$ cat config.mk
export PLATFORM = sky130hd
export DESIGN_NAME = conditional_branch_unit
export DESIGN_NICKNAME = d
export VERILOG_FILES = /design/src/logic/branch_pkg.sv /design/src/logic/branch_cond.sv /design/src/logic/conditional_branch_unit.sv
export SDC_FILE = /design/constraint.sdc
export NUM_CORES = 1
export LEC_CHECK = 0
export ABC_AREA = 0
export CAP_MARGIN = 40
export CORE_MARGIN = 3
export CORE_UTILIZATION = 64
export CTS_CLUSTER_DIAMETER = 150
export CTS_CLUSTER_SIZE = 8
export DETAILED_ROUTE_END_ITERATION = 10
export DONT_BUFFER_PORTS = 1
export GPL_ROUTABILITY_DRIVEN = 0
export HOLD_SLACK_MARGIN = 0.12
export PLACE_DENSITY = 0.9
export SETUP_SLACK_MARGIN = 0.1
export SYNTH_ARGS = -nofsm -noshare
export SYNTH_HDL_FRONTEND = slang
export SYNTH_HIERARCHICAL = 1
export SYNTH_SLANG_ARGS = --single-unit
$ cat constraint.sdc
create_clock -name clk_sys -period 3.3 [get_ports clk_sys]
set_clock_uncertainty 0.2 [all_clocks]
set_input_delay 0.66 -clock clk_sys [delete_from_list [all_inputs] [get_ports clk_sys]]
set_output_delay 0.66 -clock clk_sys [all_outputs]
set_load 0.02 [all_outputs]
$ cat src/logic/branch_pkg.sv
// Package: encodings, flag positions and carriers for the conditional branch unit
//------------------------------------------------------------
// Contract
// - Generic clear-test: jump by offset plus one when the chosen flag is 0
// - Branch on equal: jump only when the zero flag is 1
// - Branch on unequal: jump only when the zero flag is 0
// - Carry-one branch: jump only when carry is 1
// - Carry-zero branch: jump only when carry is 0
// - Same-or-higher branch: jump when carry is 0
// - Unsigned lower branch: jump when carry is 1
// - Negative branch: jump when sign flag is 1
// - Positive branch: jump when sign flag is 0
// - Signed greater-or-equal: jump when sign xor overflow is 0
// - Signed less-than: jump when sign xor overflow is 1
// - Half-carry-one branch: jump when half carry is 1
// - Half-carry-zero branch: jump when half carry is 0
// - Copy-bit-one branch: jump when copy flag is 1
// - Copy-bit-zero branch: jump when copy flag is 0
// - Overflow-one branch: jump when overflow flag is 1
// - Branches never change flags; they take one or two cycles
//------------------------------------------------------------
package branch_pkg;

  //------------------------------------------------------------
  // Flag register bit positions
  //------------------------------------------------------------
  localparam int FLAG_CARRY = 0;
  localparam int FLAG_ZERO  = 1;
  localparam int FLAG_SIGN  = 2;
  localparam int FLAG_OVF   = 3;
  localparam int FLAG_NSV   = 4;
  localparam int FLAG_HALF  = 5;
  localparam int FLAG_COPY  = 6;

  localparam int OFFSET_W = 7;
  localparam int PC_W     = 16;
  localparam logic [PC_W-1:0] PC_RESET = 16'h0000;
  localparam logic [PC_W-1:0] PC_STEP  = 16'h0001;

  //------------------------------------------------------------
  // Branch operations
  //------------------------------------------------------------
  typedef enum logic [4:0] {
    branch_none,
    branch_flag_clear,
    branch_on_equal,
    branch_on_unequal,
    branch_carry_one,
    branch_carry_zero,
    branch_same_higher,
    branch_unsigned_lower,
    branch_negative,
    branch_positive,
    branch_ge_signed,
    branch_lt_signed,
    branch_half_one,
    branch_half_zero,
    branch_copy_one,
    branch_copy_zero,
    branch_overflow_one
  } branch_op_t;

  typedef struct packed {
    branch_op_t          op;
    logic [2:0]          flag_index;
    logic [OFFSET_W-1:0] offset;
  } branch_req_t;

  typedef struct packed {
    logic            taken;
    logic            busy;
    logic [PC_W-1:0] program_counter;
  } branch_out_t;

endpackage

$ cat src/logic/branch_cond.sv
// Condition evaluator: decides whether a branch is taken from the flags
`timescale 1ns/1ps
module branch_cond
  import branch_pkg::*;
(
  // Request
  input  wire branch_op_t  op,
  input  wire logic [2:0]  flag_index,
  // Flags
  input  wire logic [7:0]  flag_register,
  // Decision
  output logic             take
);

  logic sign_xor_ovf;
  assign sign_xor_ovf = flag_register[FLAG_SIGN] ^ flag_register[FLAG_OVF];

  always_comb begin
    case (op)
      branch_flag_clear:     take = ~flag_register[flag_index];
      branch_on_equal:       take = flag_register[FLAG_ZERO];
      branch_on_unequal:     take = ~flag_register[FLAG_ZERO];
      branch_carry_one:      take = flag_register[FLAG_CARRY];
      branch_carry_zero:     take = ~flag_register[FLAG_CARRY];
      branch_same_higher:    take = ~flag_register[FLAG_CARRY];
      branch_unsigned_lower: take = flag_register[FLAG_CARRY];
      branch_negative:       take = flag_register[FLAG_SIGN];
      branch_positive:       take = ~flag_register[FLAG_SIGN];
      branch_ge_signed:      take = ~sign_xor_ovf;
      branch_lt_signed:      take = sign_xor_ovf;
      branch_half_one:       take = flag_register[FLAG_HALF];
      branch_half_zero:      take = ~flag_register[FLAG_HALF];
      branch_copy_one:       take = flag_register[FLAG_COPY];
      branch_copy_zero:      take = ~flag_register[FLAG_COPY];
      branch_overflow_one:   take = flag_register[FLAG_OVF];
      default:               take = 1'b0;
    endcase
  end

endmodule

$ cat src/logic/conditional_branch_unit.sv
// Conditional branch unit: evaluates conditions and updates the program counter
`timescale 1ns/1ps
module conditional_branch_unit
  import branch_pkg::*;
(
  // Clock and reset
  input  wire logic              clk_sys,
  input  wire logic              sys_rst,
  // Instruction
  input  wire logic              instr_valid,
  input  wire branch_req_t       req,
  // Flags, read only
  input  wire logic [7:0]        flag_register,
  // Results
  output branch_out_t            result,
  output logic [7:0]             flag_out
);

  //------------------------------------------------------------
  // State
  //------------------------------------------------------------
  typedef enum {st_idle, st_jump} state_t;

  state_t          state;
  state_t          next_state;
  logic [PC_W-1:0] next_pc;
  logic            next_taken;
  logic            next_busy;
  logic [7:0]      next_flag_out;
  logic            take;
  logic [PC_W-1:0] target;

  function automatic logic [PC_W-1:0] rel_target(input logic [PC_W-1:0] pc,
                                                  input logic [OFFSET_W-1:0] k);
    logic [PC_W-1:0] k_ext;
    k_ext = {{(PC_W-OFFSET_W){k[OFFSET_W-1]}}, k};
    return pc + k_ext + PC_STEP;
  endfunction

  branch_cond u_cond (
    .op            (req.op),
    .flag_index    (req.flag_index),
    .flag_register (flag_register),
    .take          (take)
  );

  // Target held for the second cycle of a taken branch
  logic [PC_W-1:0] next_target;

  always_comb begin
    next_state    = state;
    next_pc       = result.program_counter;
    next_taken    = 1'b0;
    next_busy     = 1'b0;
    next_target   = target;
    next_flag_out = flag_register;
    case (state)
      st_idle: begin
        if (instr_valid && req.op != branch_none) begin
          if (take) begin
            next_target = rel_target(result.program_counter, req.offset);
            next_busy   = 1'b1;
            next_state  = st_jump;
          end else begin
            next_pc = result.program_counter + PC_STEP;
          end
        end
      end
      st_jump: begin
        next_pc    = target;
        next_taken = 1'b1;
        next_state = st_idle;
      end
      default: next_state = st_idle;
    endcase
  end

  always_ff @(posedge clk_sys) begin
    if (sys_rst) begin
      state                  <= st_idle;
      result.program_counter <= PC_RESET;
      result.taken           <= 1'b0;
      result.busy            <= 1'b0;
      target                 <= PC_RESET;
      flag_out               <= 8'h00;
    end else begin
      state                  <= next_state;
      result.program_counter <= next_pc;
      result.taken           <= next_taken;
      result.busy            <= next_busy;
      target                 <= next_target;
      flag_out               <= next_flag_out;
    end
  end
endmodule

* Word-level counts from Yosys, hierarchy flattened
Index checks and enable logic that the tools add are counted.
** Storage, ports and cells
- Flip-flop bits (word level) :: 43
- Bits of input ports :: 26
- Output and inout port bits :: 26
** Cells by class
- Add/sub/neg operators :: 3
- $lt $le $gt $ge :: 1
- Equality and inequality tests :: 18
- Mux-type cells :: 8
- Bitwise operators :: 10
- Reductions and logical operators :: 11
** Operators with widths (count)
- $eq A5 B4 Y1 const B :: 8
- $add A16 B1 Y16 const B :: 2
- $logic_not A32 Y1 :: 1
- $mux W16 :: 2
- $pmux W16 S2 :: 1
- $eq A5 B3 Y1 const B :: 4
- $add A16 B16 Y16 :: 1
- $pmux W1 S14 :: 1
- $eq A5 B2 Y1 const B :: 2
- $not A1 Y1 :: 9
- $reduce_and A3 Y1 :: 2
- $reduce_or A2 Y1 :: 3
- $eq A5 B1 Y1 const B :: 1
- $eq A5 B5 Y1 const B :: 1
- $reduce_bool A5 Y1 :: 1
- $lt A3 B4 Y1 const B :: 1
- $ne A2 B2 Y1 const B :: 2
- $bmux W1 S3 :: 1
- $mux W1 :: 3
- $reduce_or A3 Y1 :: 1
- $reduce_and A2 Y1 :: 1
- $reduce_bool A2 Y1 :: 1
- $logic_and A1 B1 Y1 :: 1
- $xor A1 B1 Y1 :: 1

* Depth between registers and ports, before layout
Gate-level depths: netlist of run 1.
- Depth after elaboration :: 7
- Gate-level depth with buffers :: 11
- Depth with buffers taken out :: 10

* By module
Netlist of run 1, hierarchy kept.
** By module, submodules not included
- conditional_branch_unit :: instances 1, cells each 306, area each 2531.2 µm²
- branch_cond :: instances 1, cells each 29, area each 251.5 µm²

* Worst setup path after synthesis of run 1
No wires, ideal clock.
- Path kind :: input to register
- From :: in req[12] (netlist name)
- To :: reg target[2]
- Library setup time :: 86 ps
- Arrival :: 2703 ps
- Data required time :: 3014 ps
- Slack :: 311 ps
- Stages on the path :: 10
- Buffers on the path :: 2
- Cells stage by stage :: buf_6 > or4_4 > nor4bb_1 > a2111oi_0 > nand3_1 > inv_1 > nor3_1 > buf_2 > nor2_1 > a211oi_1
** On the way
- Longest elaborated chain between the ends :: 4
- Elaborated cells between the ends (all ways) :: 22
** Ends and longest elaborated chain
- start, declared :: line conditional_branch_unit.sv:11 : input wire branch_req_t req,
- $eq A5 B3 Y1 :: line branch_cond.sv:19 : case (op)
- $reduce_or A2 Y1 (no source line)
- $pmux W1 S14 * :: line branch_cond.sv:19
- via take :: line conditional_branch_unit.sv:30 : logic take;
- $reduce_and A3 Y1 (no source line) *
- end signal, assigned :: line conditional_branch_unit.sv:91 : target <= next_target;
- end, declared :: line conditional_branch_unit.sv:31 : logic [PC_W-1:0] target;
The timed path passes the listed nets; every way through them passes the cells marked *.
A chain may end at the register's enable or synchronous reset.

* Worst setup path in the final report of run 1
- From :: in req[10] (netlist name)
- To :: reg result[14] (netlist name)
** On the way
- Longest elaborated chain between the ends :: 5
- Elaborated cells between the ends (all ways) :: 24
** Ends and longest elaborated chain
- $eq A5 B3 Y1 :: line branch_cond.sv:19
- $reduce_or A2 Y1 (no source line)
- $pmux W1 S14 * :: line branch_cond.sv:19
- via take :: line conditional_branch_unit.sv:30
- $ne A2 B2 Y1 (no source line) *
- $reduce_and A3 Y1 (no source line) *
- end, declared :: line conditional_branch_unit.sv:15 : output branch_out_t result,
Marks and branches as above.

==> flow_metrics.tcl, run 1 <==
set metrics [dict create \
    critical_path_required_ns 3.32 \
    cts_repair_resize_count 0 \
    share_of_the_clock_period_used_by_the_worst_path 0.876 \
    synthDistinctLibCells 52 \
    chip_width_um 71.9 \
    path_clk_slew_ns 0.09 \
    route.detailed.drc 0 \
    setup_violations 0 \
    grt_pass1_wl_mm 11.4 \
    yosysWarnings 6 \
    cts_num_sinks 43 \
    multiInputGateArea_um2 1790 \
    cts_tree "yes" \
    post_drt_via_cell_ratio 6.56 \
    place.detailed.hpwl_mm 4.94 \
    endpoints_failing_hold 0 \
    capture_instance_of_the_worst_register_to_register_path "target[13]" \
    worst_slew_pin_slew_ns 0.708 \
    crit_top_cell "sky130_fd_sc_hd__nand3_1" \
    grt_antenna_before_repair 0 \
    async_reset_ff_frac 0 \
    power_leakage_nw 1.16 \
    worst-path-max-fanout 11 \
    hold_fix_buffers_at_cts 0 \
    simple_gate_area_share_of_the_yosys_netlist 0.225 \
    floorplan.die_area_um2 5180 \
    gr-usage-all-layers 0.278 \
    global_route_overflow 0 \
    cts-buffers-inserted 5 \
    run_status "finished clean" \
    worst_r2r_startpoint "result[9]" \
    post_synth_design_cell_area_um2 2780 \
    drt_iter0_drc 256 \
    postSynthCellCount 335 \
    syn-num-nets 378 \
    synth_area_in_compound_gates 0.229 \
    hold_worst_path_end "flag_out[4]" \
    cts_post_setup_buffers_inserted 0 \
    muxShareOfSynthArea 0.0234 \
    postRouteWirelength_mm 6.90 \
    post_synth_fa_ha_maj_area_fraction 0.0791 \
    io_count 52 \
    final_period_minus_worst_setup_slack_ns 2.89 \
    cts.htree.levels 2 \
    n_fill_cell 311 \
    clkLatencyLatePin_ns 0.30 \
    crit_path_cell_trace "xnor2_1 > o31ai_1 > a2111oi_0 > nand3_1 > inv_1 > o2111ai_1 > nor2_1 > nand3_1 > xor2_1 > a211oi_1" \
    drtPass1Iterations 6 \
    synth_enable_flop_cells 0 \
    grt_start_max_net_pins 55 \
    portbufs 0 \
    routed-via-count 2571 \
    timing_max_transition_violations_final 0 \
    max_freq_ghz 0.346 \
    min_path_type "in -> reg" \
    critPathKind "in -> reg" \
    ys_seq_area_frac 0.309 \
    total_negative_setup_slacks_ns 0 \
    number_of_synthesized_register_bits 43 \
    post_route_cells_drive_above_1_share 0.0848 \
    r2r_setup_slack_ns 0.63 \
    crit_path_top_delay_cell "sky130_fd_sc_hd__a2111oi_0" \
    start_kind "input pin" \
    final_common_cell "sky130_fd_sc_hd__dfxtp_1" \
    critical-path-max-stage-delay_ns 0.43 \
    clock_tree.root_cell "sky130_fd_sc_hd__clkbuf_8" \
    synth_xor_area_frac 0.0850 \
    final_nets 384 \
    relSlewSlack 0.516 \
    hp-start "sys_rst" \
    hold_path_depth 1 \
    worstPathArrival_ns 2.91 \
    antenna-diode-count 0 \
    initial_core_util 0.681 \
    area.growth.synth_to_final_pct 7.60 \
    irDropWorstVdd_mv 0.321 \
    setup_repair_after_global_routing_missed_its_margin "false" \
    whs_ns 0.224 \
    cap_violations 0 \
    kind_of_capture_point_of_the_worst_setup_path "flip-flop" \
    synth.avg_cell_area_um2 8.31 \
    wire_per_inst_um 17.6 \
    sequential_cell_area_um2 861 \
    maximum_count_of_clock_buffers_along_a_single_path 2 \
    final_cell_mix "sky130_fd_sc_hd__dfxtp_1 (43), sky130_fd_sc_hd__a21oi_1 (35), sky130_fd_sc_hd__nand2_1 (29)" \
    core_area_um2 4090 \
    synth_area_leaders "sky130_fd_sc_hd__dfxtp_1 (31%), sky130_fd_sc_hd__ha_1 (7.2%), sky130_fd_sc_hd__a21oi_1 (6.3%)" \
    floorplan.die.height_um 71.9 \
    synthDominantAreaCellType "sky130_fd_sc_hd__dfxtp_1" \
    drt.antenna.violating_nets 0 \
    synth_top_family_by_area "compound AO/OA/AOI/OAI gates" \
    power-per-cell-area_nw_per_um2 413 \
    first_global_vias 2465 \
    synth_top_area_share 0.309 \
    row_count 23 \
    synth_ff_type "sky130_fd_sc_hd__dfxtp_1" \
    reg2regPathDepth 7 \
]
[stage by stage]
step	utilization	setup slack, ns	instance area [µm²]	cells	total power [W]
6_report	0.733	0.408	2990	392	0.00124
5_1_grt	0.733	0.132	2990	392	0.00129
4_1_cts	0.733	0.464	2990	392	0.00124
3_5_place_dp	0.705	0.169	2880	384	0.000830
3_3_place_gp	0.705	0.230	2880	384	0.000821
2_1_floorplan	-	0.311	2780	335	0.000786
[critical path: cells and delay by family]
family | cells | cell delay [ns]
simple gates | 3 | 0.82
xor+xnor | 2 | 0.32
compound gates | 4 | 0.95
buf+inv | 1 | 0.15
[logic make-up after synthesis]
logic type	Yosys count
flip-flops	43
AO/OA/AOI/OAI	95
AND/OR/NAND/NOR	116
multiplexers	4
adder cells (fa/ha/maj)	17
XOR/XNOR	27
buffers and inverters	33
[layer usage]
| metal | part of all wire | global-route usage | up-vias |
|---|---|---|---|
| li1 | - | - | 1236 |
| met1 | 0.42 | 0.347 | 1202 |
| met2 | 0.47 | 0.465 | 120 |
| met3 | 0.094 | 0.0762 | 13 |
| met4 | 0.014 | 0.0919 | 0 |
| met5 | 0 | 0 | - |
[state kept, by name (all words and copies together), names as in the netlist]
register / cells
flag_out: 8
state: 1
target: 16
result: 18
[worst max path at each step]
stage	from	to	slack [ns]	cells past startpoint
global placement	req[11]	target[9]	0.23	10
finish	req[10]	result[14]	0.41	10
global route	req[10]	result[14]	0.13	10
floorplan	req[12]	target[2]	0.31	10
detailed placement	req[9]	result[14]	0.17	10
CTS	req[9]	result[14]	0.46	10
[power breakdown]
| part | leakage [nW] | internal (W) | switching, W |
|---|---|---|---|
| sequential | 0.351 | 0.000549 | 0.0000382 |
| combinational | 0.747 | 0.000107 | 0.000130 |
| clock | 0.0581 | 0.000225 | 0.000186 |
| total | 1.16 | 0.000882 | 0.000354 |
[Yosys cell counts, types with 3 or more instances]
cell / count
sky130_fd_sc_hd__a2111oi_0: 4
sky130_fd_sc_hd__a211o_1: 4
sky130_fd_sc_hd__a211oi_1: 8
sky130_fd_sc_hd__a21o_1: 12
sky130_fd_sc_hd__a21oi_1: 35
sky130_fd_sc_hd__buf_2: 4
sky130_fd_sc_hd__clkbuf_1: 9
sky130_fd_sc_hd__dfxtp_1: 43
sky130_fd_sc_hd__ha_1: 16
sky130_fd_sc_hd__inv_1: 18
sky130_fd_sc_hd__nand2_1: 29
sky130_fd_sc_hd__nand3_1: 11
sky130_fd_sc_hd__nand3b_1: 3
sky130_fd_sc_hd__nand4_1: 8
sky130_fd_sc_hd__nor2_1: 19
sky130_fd_sc_hd__nor2b_1: 11
sky130_fd_sc_hd__nor3_1: 6
sky130_fd_sc_hd__o211ai_1: 6
sky130_fd_sc_hd__o21ai_0: 10
sky130_fd_sc_hd__or3_1: 11
sky130_fd_sc_hd__xnor2_1: 15
sky130_fd_sc_hd__xor2_1: 12
[cell type report]
| cell class | instances | area share |
|---|---|---|
| Multi-Input combinational cell | 259 | 0.596 |
| Tap cell | 50 | 0.0209 |
| Inverter | 18 | 0.0226 |
| Clock inverter | 3 | 0.0146 |
| Timing Repair Buffer | 14 | 0.0351 |
| Clock buffer | 5 | 0.0230 |
| Sequential cell | 43 | 0.288 |
No activity file was read; power rests on OpenSTA's default activity.
==> run 2, diff against run 1 <==
--- a/config.mk
+++ b/config.mk
@@ -13,11 +13,9 @@
 export CTS_CLUSTER_SIZE = 8
 export DETAILED_ROUTE_END_ITERATION = 10
 export DONT_BUFFER_PORTS = 1
-export GPL_ROUTABILITY_DRIVEN = 0
 export HOLD_SLACK_MARGIN = 0.12
 export PLACE_DENSITY = 0.9
 export SETUP_SLACK_MARGIN = 0.1
 export SYNTH_ARGS = -nofsm -noshare
 export SYNTH_HDL_FRONTEND = slang
-export SYNTH_HIERARCHICAL = 1
 export SYNTH_SLANG_ARGS = --single-unit
==> constraint.sdc (replaced) <==
create_clock -name clk_sys -period 3.3 [get_ports clk_sys]
set_clock_uncertainty 0.2 [all_clocks]
set_input_delay 0.66 -clock clk_sys [delete_from_list [all_inputs] [get_ports clk_sys]]
set_output_delay 0.66 -clock clk_sys [all_outputs]
set_load 0.05 [all_outputs]
==> run 2 against run 1 <==
Compared with the run above:
- largest power group unchanged
- cell area rose by 1.3%
- die area up 0.91%
- largest cell class unchanged
- non-clock buffer count increased by 6
- total power up 3.7%
- global-route usage down 1.6 points
- hold slack worse by 0.0072 ns
- utilization rose by 0.46 points
- first-iteration DRC count decreased by 38%
==> flow_metrics.tcl, run 2 <==
set metrics [dict create \
    core_area_um2 4120 \
    power_frac_clock 0.264 \
    setup_repair_after_global_routing_missed_its_margin "false" \
    worst-path-max-fanout 3 \
    n_fill_cell 297 \
    chip_width_um 72.3 \
    hold_fix_buffers_at_cts 0 \
    antenna-diode-count 0 \
    synth_area_leaders "sky130_fd_sc_hd__dfxtp_1 (31%), sky130_fd_sc_hd__ha_1 (7.1%), sky130_fd_sc_hd__xnor2_1 (5.9%)" \
    portbufs 0 \
    route.detailed.drc 0 \
    async_reset_ff_frac 0 \
    largest_register_ffs 18 \
    crit_top_cell "sky130_fd_sc_hd__inv_1" \
    final_core_util 0.737 \
    synth_xor_area_frac 0.0748 \
    post_drt_via_cell_ratio 6.56 \
    final_common_cell "sky130_fd_sc_hd__dfxtp_1" \
    worst_slew_pin_slew_ns 0.639 \
    ys_seq_area_frac 0.306 \
    critPathTopFamily "compound AO/OA/AOI/OAI gates" \
    grt_pass1_wl_mm 10.8 \
    share_of_the_clock_period_used_by_the_worst_path 0.901 \
    post_synth_fa_ha_maj_area_fraction 0.0784 \
    synth_area_in_compound_gates 0.187 \
    cts_num_sinks 43 \
    place.detailed.hpwl_mm 4.90 \
    total_negative_setup_slacks_ns 0 \
    muxShareOfSynthArea 0.0606 \
    p_int_w 0.000835 \
    yosysWarnings 0 \
    grt_antenna_before_repair 0 \
    critical_path_buf_inv_count 3 \
    multiInputGateArea_um2 1830 \
    synth_top_area_share 0.306 \
    gp_routability_congestion 1.02 \
    drt_iter0_drc 159 \
    synth_ff_type "sky130_fd_sc_hd__dfxtp_1" \
    first_global_vias 2304 \
    global_route_overflow 0 \
    cts-buffers-inserted 5 \
    power_leakage_nw 1.18 \
    drtPass1Iterations 5 \
    irDropWorstVdd_mv 0.232 \
    initial_core_util 0.683 \
    final_nets 376 \
    run_status "finished clean" \
    wire_per_inst_um 17.1 \
    max_freq_ghz 0.336 \
    postSynthCellCount 321 \
    p_comb_frac 0.259 \
    relSlewSlack 0.573 \
    post_synth_design_cell_area_um2 2810 \
    syn-num-nets 364 \
    final_cell_mix "sky130_fd_sc_hd__dfxtp_1 (43), sky130_fd_sc_hd__nor2_1 (31), sky130_fd_sc_hd__buf_4 (20)" \
    sw_share 0.348 \
    drt.antenna.violating_nets 0 \
    critical_path_required_ns 3.29 \
    floorplan.die_area_um2 5220 \
    cts_repair_resize_count 0 \
    routed-via-count 2520 \
    floorplan.die.height_um 72.3 \
    synth_top_family_by_area "simple AND/OR/NAND/NOR gates" \
    clkLatencyLatePin_ns 0.30 \
    power-per-cell-area_nw_per_um2 422 \
    final_period_minus_worst_setup_slack_ns 2.97 \
    start_kind "input pin" \
    critical-path-max-stage-delay_ns 0.47 \
    synth.avg_cell_area_um2 8.75 \
    synthDistinctLibCells 67 \
    sequential_cell_area_um2 861 \
    cts.htree.levels 2 \
    row_count 23 \
    synth_enable_flop_cells 0 \
    power.share.sequential 0.477 \
    setup_violations 0 \
    critPathKind "in -> reg" \
    number_of_synthesized_register_bits 43 \
    top_register "result" \
    simple_gate_area_share_of_the_yosys_netlist 0.249 \
    timing_max_transition_violations_final 0 \
    cap_violations 0 \
    endpoints_failing_hold 0 \
    synthDominantAreaCellType "sky130_fd_sc_hd__dfxtp_1" \
    post_route_cells_drive_above_1_share 0.120 \
    gr-usage-all-layers 0.262 \
    io_count 52 \
    area.growth.synth_to_final_pct 7.97 \
    worstPathArrival_ns 2.97 \
    crit_path_top_delay_cell "sky130_fd_sc_hd__or4b_1" \
    synth_commonest_cells "sky130_fd_sc_hd__dfxtp_1 (43), sky130_fd_sc_hd__nor2_1 (31), sky130_fd_sc_hd__xnor2_1 (19), sky130_fd_sc_hd__nand2_1 (18)" \
    r2r_setup_slack_ns 0.35 \
    cts_post_setup_buffers_inserted 0 \
    postRouteWirelength_mm 6.57 \
    maximum_count_of_clock_buffers_along_a_single_path 2 \
    post-synth-top-count-cell "sky130_fd_sc_hd__dfxtp_1" \
    switching_power_w 0.000446 \
    cts_tree "yes" \
    clock_tree.root_cell "sky130_fd_sc_hd__clkbuf_8" \
    crit_path_cell_trace "inv_1 > ha_1 > inv_1 > fa_1 > a211oi_1 > o21ai_0 > a2111oi_0 > buf_4 > o31ai_1 > a31oi_1 > or4b_1 > o311ai_0" \
    largest_registers_in_the_final_layout "result (18), target (16), flag_out (8)" \
    grt_start_max_net_pins 43 \
    kind_of_capture_point_of_the_worst_setup_path "flip-flop" \
    min_path_type "in -> reg" \
    path_clk_slew_ns 0.09 \
]
run 2: kinds of logic after synthesis:
kind of cell	Yosys count
AO/OA/AOI/OAI	73
XOR/XNOR	24
AND/OR/NAND/NOR	123
buffers and inverters	27
flip-flops	43
adder cells (fa/ha/maj)	17
multiplexers	14
run 2: area by class of cell:
cell class	count	area share
Timing Repair Buffer	20	0.0495
Multi-Input combinational cell	251	0.602
Inverter	12	0.0148
Clock buffer	5	0.0227
Clock inverter	3	0.00660
Sequential cell	43	0.284
Tap cell	50	0.0206
run 2: worst register-to-register path: cells and delay by family, from the launching register on:
family                     cells  cell delay (ns)
AOI/OAI and AO/OA              6             1.20
DFF                            1             0.33
buffers and inverters          3             0.27
and+or+nand+nor                1             0.47
adders and majority gates      2             0.37
run 2: power by group through the flow:
stage          registers [W]  logic [W]  clock network (W)
6_report            0.000611   0.000332           0.000339
5_1_grt             0.000614   0.000365           0.000358
4_1_cts             0.000611   0.000331           0.000344
3_5_place_dp        0.000623   0.000329                  0
3_3_place_gp        0.000622   0.000320                  0
2_1_floorplan       0.000668   0.000219                  0
run 2: metal layers:
| metal | GRT usage | vias to the layer above | wire length, µm | share of wire |
|---|---|---|---|---|
| met5 | 0 | - | 0 | 0 |
| met4 | 0.0960 | 0 | 114 | 0.017 |
| met3 | 0.0665 | 16 | 729 | 0.11 |
| met2 | 0.418 | 128 | 2970 | 0.45 |
| met1 | 0.342 | 1152 | 2760 | 0.42 |
| li1 | - | 1224 | - | - |
run 2: worst paths after layout:
check / from / end / cells past startpoint
setup / recovery: req[0] / target[14] / 12
hold / removal: sys_rst / target[11] / 1
setup reg to reg: result[0] / target[14] / 12
hold reg to reg: target[13] / target[13] / 2
run 2: per-stage QoR:
stage | instance area [µm²] | power, W | hold slack, ns | std cells | setup WS, ns
floorplan | 2810 | 0.000888 | 0.225 | 321 | 0.184
global placement | 2950 | 0.000942 | 0.234 | 376 | 0.0792
detailed placement | 2950 | 0.000952 | 0.244 | 376 | 0.00181
CTS | 3030 | 0.00129 | 0.211 | 384 | 0.307
global route | 3030 | 0.00134 | 0.215 | 384 | 0.117
finish | 3030 | 0.00128 | 0.217 | 384 | 0.326
